<file path="config.mk">
export PLATFORM = sky130hd
export DESIGN_NAME = clock_gen_power_divider_cfg
export DESIGN_NICKNAME = d
export VERILOG_FILES = /design/src/design/clkgen_cfg_pkg.sv /design/src/design/clock_gen_power_divider_cfg.sv
export SDC_FILE = /design/constraint.sdc
export NUM_CORES = 1
export LEC_CHECK = 0
export ABC_AREA = 1
export BUFFER_PORTS_ARGS = -buffer_cell sky130_fd_sc_hd__buf_2
export CAP_MARGIN = 20
export CORE_ASPECT_RATIO = 1.4
export CORE_MARGIN = 2
export CORE_UTILIZATION = 53
export CTS_CLUSTER_DIAMETER = 40
export DETAILED_ROUTE_END_ITERATION = 7
export PLACE_DENSITY = 0.87
export SLEW_MARGIN = 5
export SYNTH_ARGS = -nofsm -noshare
export SYNTH_HDL_FRONTEND = slang
export SYNTH_SLANG_ARGS = --single-unit
</file>
<file path="constraint.sdc">
create_clock -name core_clk -period 1.25 [get_ports core_clk]
set_input_delay 0.0625 -clock core_clk [delete_from_list [all_inputs] [get_ports core_clk]]
set_output_delay 0.0625 -clock core_clk [all_outputs]
set_load 0.01 [all_outputs]
</file>
<file path="src/design/clkgen_cfg_pkg.sv">
// Package with configuration bit positions, offsets and reset values of the clock generator decode.
package clkgen_cfg_pkg;

   // Configuration image size and register bus shape.
   localparam int CFG_BITS = 128;
   localparam int CFG_BYTES = 16;
   localparam int ADDR_W = 5;
   localparam int DATA_W = 8;
   localparam int RATIO_W = 6;

   // Register offsets: bytes 0 to 15 hold the image, one status byte follows.
   localparam logic [4:0] CFG_FIRST_OFFSET = 5'h00;
   localparam logic [4:0] CFG_LAST_OFFSET = 5'h0f;
   localparam logic [4:0] STATUS_OFFSET = 5'h10;

   // Status byte fields.
   localparam int STATUS_PD_POS = 0;
   localparam int STATUS_SEL_POS = 1;

   // Reset values.
   localparam logic [127:0] CFG_RESET = 128'h0;
   localparam logic [7:0] BYTE_RESET = 8'h00;
   localparam logic [2:0] SYNC_RESET = 3'h0;

   // Power-down enable bit positions.
   localparam int PLL_A_OFF_POS = 21;
   localparam int PLL_B_OFF_POS = 45;
   localparam int PLL_C_OFF_POS = 69;
   localparam int POSTDIV_A_OFF_POS = 120;
   localparam int POSTDIV_B_OFF_POS = 121;
   localparam int POSTDIV_C_OFF_POS = 122;
   localparam int POSTDIV_D_OFF_POS = 123;

   // Reference divider field low bits, each eight bits wide.
   localparam int REF_W = 8;
   localparam int REF_A_LSB = 0;
   localparam int REF_B_LSB = 24;
   localparam int REF_C_FIRST_LSB = 48;
   localparam int REF_C_SECOND_LSB = 72;

   // Feedback divider field low bits, eleven bits: three A-counter, eight M-counter.
   localparam int LOOP_W = 11;
   localparam int ACOUNT_W = 3;
   localparam int MCOUNT_W = 8;
   localparam int LOOP_A_LSB = 8;
   localparam int LOOP_B_LSB = 32;
   localparam int LOOP_C_FIRST_LSB = 56;
   localparam int LOOP_C_SECOND_LSB = 80;

   // Post divider modulus field low bits, four bits each.
   localparam int MOD_W = 4;
   localparam int MOD_A_LSB = 96;
   localparam int MOD_B_LSB = 100;
   localparam int MOD_C_FIRST_LSB = 104;
   localparam int MOD_D_FIRST_LSB = 108;
   localparam int MOD_C_SECOND_LSB = 112;
   localparam int MOD_D_SECOND_LSB = 116;

endpackage

</file>
<file path="src/design/clock_gen_power_divider_cfg.sv">
// Configuration store and decode for a three-loop clock generator: power-down and divider settings.
//
// Local design decisions: the register addresses and the address-and-strobe port.
`timescale 1ns/10ps

//Contract
// - Power-down acts only while powerdown input asserted.
// - Loop off enables at bits 21, 45, 69.
// - Post divider A, B off enables bits 120, 121.
// - Reference ratios A, B; C chosen by select.
// - Feedback ratio splits three A, eight M bits.
// - Loop C feedback field chosen by select.
// - Post A, B modulus fixed fields.
// - Select low uses first C, D moduli.
// - Select high uses second C, D moduli.
// - Modulus code maps to sixteen divide ratios.
// - All configuration bits clear at reset.
module clock_gen_power_divider_cfg (
   input wire logic core_clk,
   input wire logic nrst,
   input wire logic [clkgen_cfg_pkg::ADDR_W-1:0] reg_addr,
   input wire logic [clkgen_cfg_pkg::DATA_W-1:0] reg_wdata,
   input wire logic reg_wr,
   input wire logic reg_rd,
   output logic [clkgen_cfg_pkg::DATA_W-1:0] reg_rdata,
   input wire logic powerdown_input,
   input wire logic alt_set_select,
   output logic pll_a_off,
   output logic pll_b_off,
   output logic pll_c_off,
   output logic postdiv_a_off,
   output logic postdiv_b_off,
   output logic postdiv_c_off,
   output logic postdiv_d_off,
   output logic [clkgen_cfg_pkg::REF_W-1:0] ref_ratio_a,
   output logic [clkgen_cfg_pkg::REF_W-1:0] ref_ratio_b,
   output logic [clkgen_cfg_pkg::REF_W-1:0] ref_ratio_c,
   output logic [clkgen_cfg_pkg::ACOUNT_W-1:0] loop_a_acount,
   output logic [clkgen_cfg_pkg::MCOUNT_W-1:0] loop_a_mcount,
   output logic [clkgen_cfg_pkg::ACOUNT_W-1:0] loop_b_acount,
   output logic [clkgen_cfg_pkg::MCOUNT_W-1:0] loop_b_mcount,
   output logic [clkgen_cfg_pkg::ACOUNT_W-1:0] loop_c_acount,
   output logic [clkgen_cfg_pkg::MCOUNT_W-1:0] loop_c_mcount,
   output logic [clkgen_cfg_pkg::RATIO_W-1:0] post_a_ratio,
   output logic [clkgen_cfg_pkg::RATIO_W-1:0] post_b_ratio,
   output logic [clkgen_cfg_pkg::RATIO_W-1:0] post_c_ratio,
   output logic [clkgen_cfg_pkg::RATIO_W-1:0] post_d_ratio
);
   import clkgen_cfg_pkg::*;

   // Whole state of the block in one record.
   typedef struct packed {
      logic [CFG_BITS-1:0] cfg;
      logic [2:0] pd_sync;
      logic [2:0] sel_sync;
      logic pd_level;
      logic sel_level;
      logic [DATA_W-1:0] rdata;
      logic pll_a_off;
      logic pll_b_off;
      logic pll_c_off;
      logic postdiv_a_off;
      logic postdiv_b_off;
      logic postdiv_c_off;
      logic postdiv_d_off;
      logic [REF_W-1:0] ref_a;
      logic [REF_W-1:0] ref_b;
      logic [REF_W-1:0] ref_c;
      logic [LOOP_W-1:0] loop_a;
      logic [LOOP_W-1:0] loop_b;
      logic [LOOP_W-1:0] loop_c;
      logic [RATIO_W-1:0] post_a;
      logic [RATIO_W-1:0] post_b;
      logic [RATIO_W-1:0] post_c;
      logic [RATIO_W-1:0] post_d;
   } state_t;

   state_t cur;
   state_t next_state;

   // Turns a four-bit modulus code into its divide ratio; codes 0 to 15 in ascending order.
   function automatic logic [RATIO_W-1:0] modulus_ratio(input logic [MOD_W-1:0] code);
      logic [RATIO_W-1:0] ratio;
      unique case (code)
         4'h0: ratio = 6'h01;
         4'h1: ratio = 6'h02;
         4'h2: ratio = 6'h03;
         4'h3: ratio = 6'h04;
         4'h4: ratio = 6'h05;
         4'h5: ratio = 6'h06;
         4'h6: ratio = 6'h08;
         4'h7: ratio = 6'h09;
         4'h8: ratio = 6'h0a;
         4'h9: ratio = 6'h0c;
         4'ha: ratio = 6'h0f;
         4'hb: ratio = 6'h10;
         4'hc: ratio = 6'h12;
         4'hd: ratio = 6'h14;
         4'he: ratio = 6'h19;
         4'hf: ratio = 6'h32;
      endcase
      return ratio;
   endfunction

   // Picks one of two fields by the settled select level.
   function automatic logic [LOOP_W-1:0] pick_field(input logic sel, input logic [LOOP_W-1:0] first,
                                                   input logic [LOOP_W-1:0] second);
      return sel ? second : first;
   endfunction

   // Next-state logic: pin synchronisers, register access and decode of the stored image.
   always_comb begin
      next_state = cur;

      // Both pins come from off chip; a change is accepted only once the second and third stages agree.
      next_state.pd_sync = {cur.pd_sync[1:0], powerdown_input};
      next_state.sel_sync = {cur.sel_sync[1:0], alt_set_select};
      if (cur.pd_sync[1] == cur.pd_sync[2]) begin
         next_state.pd_level = cur.pd_sync[2];
      end
      if (cur.sel_sync[1] == cur.sel_sync[2]) begin
         next_state.sel_level = cur.sel_sync[2];
      end

      // Byte writes land straight in the image; reserved bits are stored as written.
      if (reg_wr) begin
         for (int i = 0; i < CFG_BYTES; i++) begin
            if (reg_addr == ADDR_W'(i)) begin
               next_state.cfg[i*DATA_W +: DATA_W] = reg_wdata;
            end
         end
      end

      // Read data is valid only in the cycle after the strobe, zero otherwise and for unmapped offsets.
      next_state.rdata = BYTE_RESET;
      if (reg_rd) begin
         for (int i = 0; i < CFG_BYTES; i++) begin
            if (reg_addr == ADDR_W'(i)) begin
               next_state.rdata = cur.cfg[i*DATA_W +: DATA_W];
            end
         end
         if (reg_addr == STATUS_OFFSET) begin
            next_state.rdata[STATUS_PD_POS] = cur.pd_level;
            next_state.rdata[STATUS_SEL_POS] = cur.sel_level;
         end
      end

      // Off enables only bite while power-down is held; otherwise every section keeps running.
      next_state.pll_a_off = cur.pd_level & cur.cfg[PLL_A_OFF_POS];
      next_state.pll_b_off = cur.pd_level & cur.cfg[PLL_B_OFF_POS];
      next_state.pll_c_off = cur.pd_level & cur.cfg[PLL_C_OFF_POS];
      next_state.postdiv_a_off = cur.pd_level & cur.cfg[POSTDIV_A_OFF_POS];
      next_state.postdiv_b_off = cur.pd_level & cur.cfg[POSTDIV_B_OFF_POS];
      next_state.postdiv_c_off = cur.pd_level & cur.cfg[POSTDIV_C_OFF_POS];
      next_state.postdiv_d_off = cur.pd_level & cur.cfg[POSTDIV_D_OFF_POS];

      // Reference ratios; loop C follows the select pin.
      next_state.ref_a = cur.cfg[REF_A_LSB +: REF_W];
      next_state.ref_b = cur.cfg[REF_B_LSB +: REF_W];
      next_state.ref_c = cur.sel_level ? cur.cfg[REF_C_SECOND_LSB +: REF_W]
                                       : cur.cfg[REF_C_FIRST_LSB +: REF_W];

      // Feedback ratios, later split into A and M counter parts at the ports.
      next_state.loop_a = cur.cfg[LOOP_A_LSB +: LOOP_W];
      next_state.loop_b = cur.cfg[LOOP_B_LSB +: LOOP_W];
      next_state.loop_c = pick_field(cur.sel_level, cur.cfg[LOOP_C_FIRST_LSB +: LOOP_W],
                                     cur.cfg[LOOP_C_SECOND_LSB +: LOOP_W]);

      // Post divider ratios; A and B ignore the select pin, C and D swap whole field sets.
      next_state.post_a = modulus_ratio(cur.cfg[MOD_A_LSB +: MOD_W]);
      next_state.post_b = modulus_ratio(cur.cfg[MOD_B_LSB +: MOD_W]);
      if (cur.sel_level) begin
         next_state.post_c = modulus_ratio(cur.cfg[MOD_C_SECOND_LSB +: MOD_W]);
         next_state.post_d = modulus_ratio(cur.cfg[MOD_D_SECOND_LSB +: MOD_W]);
      end else begin
         next_state.post_c = modulus_ratio(cur.cfg[MOD_C_FIRST_LSB +: MOD_W]);
         next_state.post_d = modulus_ratio(cur.cfg[MOD_D_FIRST_LSB +: MOD_W]);
      end
   end

   // Single state register; reset clears the image so every section comes up on, ratio codes zero.
   always_ff @(posedge core_clk or negedge nrst) begin
      if (!nrst) begin
         cur <= '0;
      end else begin
         cur <= next_state;
      end
   end

   // Ports are taken straight from the state flops.
   assign reg_rdata = cur.rdata;
   assign pll_a_off = cur.pll_a_off;
   assign pll_b_off = cur.pll_b_off;
   assign pll_c_off = cur.pll_c_off;
   assign postdiv_a_off = cur.postdiv_a_off;
   assign postdiv_b_off = cur.postdiv_b_off;
   assign postdiv_c_off = cur.postdiv_c_off;
   assign postdiv_d_off = cur.postdiv_d_off;
   assign ref_ratio_a = cur.ref_a;
   assign ref_ratio_b = cur.ref_b;
   assign ref_ratio_c = cur.ref_c;
   // Low three bits count A, upper eight count M.
   assign loop_a_acount = cur.loop_a[ACOUNT_W-1:0];
   assign loop_a_mcount = cur.loop_a[LOOP_W-1:ACOUNT_W];
   assign loop_b_acount = cur.loop_b[ACOUNT_W-1:0];
   assign loop_b_mcount = cur.loop_b[LOOP_W-1:ACOUNT_W];
   assign loop_c_acount = cur.loop_c[ACOUNT_W-1:0];
   assign loop_c_mcount = cur.loop_c[LOOP_W-1:ACOUNT_W];
   assign post_a_ratio = cur.post_a;
   assign post_b_ratio = cur.post_b;
   assign post_c_ratio = cur.post_c;
   assign post_d_ratio = cur.post_d;

endmodule // clock_gen_power_divider_cfg

</file>
==> summary.txt <==
STA
-------------------------------------------------------------------------------------------
RSZ-0062 raised after global routing                                                    yes
Post-route clock skew                                                               24.1 ps
Worst max-slew margin expressed relative to the limit                                 0.738
PnR worst setup slack                                                               -279 ps
Worst slew pin tran                                                                  394 ps
Final setup vio count                                                                    11
Final slew viol count                                                                     0
Worst hold margin                                                                   20.9 ps
Crit share post-route                                                                  1.22
Final critical path time including I/O delays and setup                             1530 ps
Number of failing hold endpoints at the final stage                                       0
Final total negative setup slack                                                   -1840 ps
Maximum achievable frequency                                                        654 MHz

GRT
-------------------------------------------------------------------------------------------
Overflow left after global routing                                                        0
Vias in the first global route                                                        8,239
Global-route usage over all layers                                                    0.267
Number of antenna violations at the first check in global routing                         0
Largest net degree at the start of global routing                                        52
Global-route wire length before repair                                            42,300 um

OUTCOME
-------------------------------------------------------------------------------------------
Failing checks                                                                 negative setup slack
Outcome                                                                        finished with violations

FINISH
-------------------------------------------------------------------------------------------
Post-layout nets                                                                      1,336
Fraction of final layout cells sized beyond drive strength 1                          0.285
End-of-flow core utilization                                                          0.669
Commonest non-fill, non-tap cell in the layout                                 sky130_fd_sc_hd__nand2_1
Count of antenna diodes in the layout                                                     0
Top library cells by usage in the layout, fill and taps aside                  sky130_fd_sc_hd__nand2_1 (344), sky130_fd_sc_hd__dfrtp_1 (222), sky130_fd_sc_hd__o21ai_0 (158)
Synth-to-layout area growth                                                           22.9%

FLOORPLANNING
-------------------------------------------------------------------------------------------
Placeable core area                                                             0.0187 mm^2
Boundary Pins                                                                           115
Die Area                                                                        0.0203 mm^2
Row Count                                                                                59
Initial standard-cell utilization of the core                                         0.545
Chip Height                                                                          168 um
Width of the die                                                                     121 um

POWER AND IR DROP
-------------------------------------------------------------------------------------------
IR drop worst, VDD                                                                  1350 uV
Power per Cell Area                                                            1690 mW/mm^2
Pleak                                                                               6.44 nW
Post-layout total power                                                            0.0212 W

LOGIC SYNTHESIS
-------------------------------------------------------------------------------------------
Ys flop type                                                                   sky130_fd_sc_hd__dfrtp_1
Number of enable flip-flop cells after synthesis                                          0
Number of warnings printed during yosys synthesis                                         0
Number of register bits inferred by synthesis                                           232
Post-Synthesis Net Count                                                              1,172
Area of the mapped netlist                                                      0.0102 mm^2
Number of instances in the synthesized netlist                                        1,135
Yosys cell types                                                                         33
Fraction of registers with async set or reset after synthesis                          1.00
Synth Area per Inst                                                               8.96 um^2
Sequential fraction of the synthesis area                                             0.571

PLACEMENT
-------------------------------------------------------------------------------------------
Minimum setup slack after placement                                                 -509 ps
Port Buf Inserts                                                                        114
Placer Congestion                                                                     0.966
HPWL after DPL                                                                    18,500 um

CLOCKING
-------------------------------------------------------------------------------------------
CTS Root Cell                                                                  sky130_fd_sc_hd__clkbuf_16
Clk sink count                                                                          232
Number of buffers inserted during clock tree synthesis                                   25
TritonCTS clock tree                                                                    yes
Clock latency of the later-clocked register in the worst-skew pair                   520 ps
Buffer levels on the longest clock path                                                   3
Clock transition at the registers of the reported paths                               60 ps
Clock H-tree levels                                                                       1

ROUTE
-------------------------------------------------------------------------------------------
Antenna violation net count after detailed routing                                        0
Average wire per standard cell                                                      17.5 um
Vias                                                                                  8,322
First-pass detailed-route iteration total                                                 5
Number of design-rule violations left by the first detailed-router iteration            673
Via-per-instance ratio                                                                 5.33
Total wirelength of the detailed-routed design                                    27,300 um
Remaining design rule violation count                                                     0

JOB
-------------------------------------------------------------------------------------------
Max cap viols                                                                             0

CRITICAL PATH
-------------------------------------------------------------------------------------------
Critical Path Fanout Max                                                                  2
Crit path launch type                                                             flip-flop
Critical register-to-register path endpoint                                    reg_rdata[1]$_DFF_PN0_
Kind of end point of the critical path                                            flip-flop
Reg2reg start                                                                  cur[113]$_DFFE_PN0P_
R2r setup slk                                                                       -280 ps
Data arrival time of the worst path                                                 1950 ps
WP data required                                                                    1670 ps
Cells on worst reg2reg path                                                              12
Crit Path Class                                                                flip-flop to flip-flop

MIN PATH
-------------------------------------------------------------------------------------------
Hold Path Class                                                                primary input to asynchronous set/reset pin

==> final cells by class <==
type | count | area (um^2)
clock buffer | 28 | 657
timing repair buffer | 263 | 1840
tap | 244 | 305
multi-input combinational | 690 | 3410
fill | 1422 | 6170
inverter | 87 | 327
sequential | 232 | 5820
clock inverter | 18 | 146
==> worst max path at each step <==
stage                          from                   endpoint  slack, ps
2_1_floorplan  cur[212]$_DFFE_PN0P_  post_d_ratio[2]$_DFF_PN0_        -50
3_3_place_gp            reg_addr[1]     reg_rdata[2]$_DFF_PN0_       -450
3_5_place_dp            reg_addr[1]     reg_rdata[2]$_DFF_PN0_       -510
4_1_cts        cur[113]$_DFFE_PN0P_     reg_rdata[1]$_DFF_PN0_       -250
5_1_grt        cur[121]$_DFFE_PN0P_     reg_rdata[1]$_DFF_PN0_       -400
6_report       cur[113]$_DFFE_PN0P_     reg_rdata[1]$_DFF_PN0_       -280
==> logic make-up after synthesis <==
family                     after synthesis  share of synthesized area
buffers and inverters                  213                      0.111
adders and majority gates               20                     0.0241
and+or+nand+nor                        454                      0.182
AOI/OAI and AO/OA                      214                      0.109
muxes                                    2                    0.00197
DFF                                    232                      0.571
==> Yosys cell counts, types with 12 or more instances <==
cell / number / area, um^2
sky130_fd_sc_hd__inv_1: 86 / 323
sky130_fd_sc_hd__nor2_2: 12 / 75.1
sky130_fd_sc_hd__ha_1: 18 / 225
sky130_fd_sc_hd__dfrtp_1: 232 / 5810
sky130_fd_sc_hd__a21oi_1: 26 / 130
sky130_fd_sc_hd__nor2_1: 38 / 143
sky130_fd_sc_hd__buf_4: 89 / 668
sky130_fd_sc_hd__nand3_1: 24 / 120
sky130_fd_sc_hd__nand4_1: 17 / 106
sky130_fd_sc_hd__clkbuf_1: 36 / 135
sky130_fd_sc_hd__nand2_1: 351 / 1320
sky130_fd_sc_hd__o21ai_0: 171 / 856
==> power breakdown <==
part | switching, W | internal [W] | total (W) | leakage, nW
sequential | 0.000882 | 0.00889 | 0.00977 | 2.99
clock | 0.00321 | 0.00391 | 0.00711 | 0.382
combinational | 0.00239 | 0.00190 | 0.00429 | 3.07
total | 0.00648 | 0.0147 | 0.0212 | 6.44
==> worst max-delay path, cell delays in order (launching register included) <==
cell and delay [ps]:
sky130_fd_sc_hd__dfrtp_1 400, sky130_fd_sc_hd__nand2_1 80, sky130_fd_sc_hd__nand2_1 60, sky130_fd_sc_hd__nor2_2 130, sky130_fd_sc_hd__nand4_1 140, sky130_fd_sc_hd__o21ai_2 110, sky130_fd_sc_hd__nand4_1 130, sky130_fd_sc_hd__nand2_1 100
sky130_fd_sc_hd__nand3_1 60, sky130_fd_sc_hd__nand2_1 60, sky130_fd_sc_hd__nand3_1 60, sky130_fd_sc_hd__nand2_1 60, sky130_fd_sc_hd__inv_1 40
==> layer usage <==
layer	global-route usage	wire, um
met2	0.485	14300
met3	0.0383	1630
met1	0.299	9720
met5	0	0
met4	0.139	1600
==> state kept, by name (all words and copies together) (netlist names), 6 cells and up <==
register and count:
ref_ratio_c 8, loop_b_mcount 8, loop_a_mcount 8, ref_ratio_b 8
post_c_ratio 6, ref_ratio_a 8, reg_rdata 8, post_d_ratio 6
post_b_ratio 6, loop_c_mcount 8, post_a_ratio 6, cur 136
==> repair_timing <==
item	CTS	global route
hold buffers	4	0
gates cloned	0	0
pin swaps	10	19
setup endpoints to repair	15	24
endpoints found under the hold margin	240	0
resized for setup	25	38
buffers inserted	8	6
==> stage by stage <==
| step | std cells | area (um^2) |
|---|---|---|
| final | 1562 | 12500 |
| after global routing | 1562 | 12500 |
| after CTS | 1556 | 12400 |
| after detailed placement | 1498 | 11400 |
| after global placement | 1498 | 11400 |
| after floorplan | 1135 | 10200 |
(Power assumes the default switching activity.)
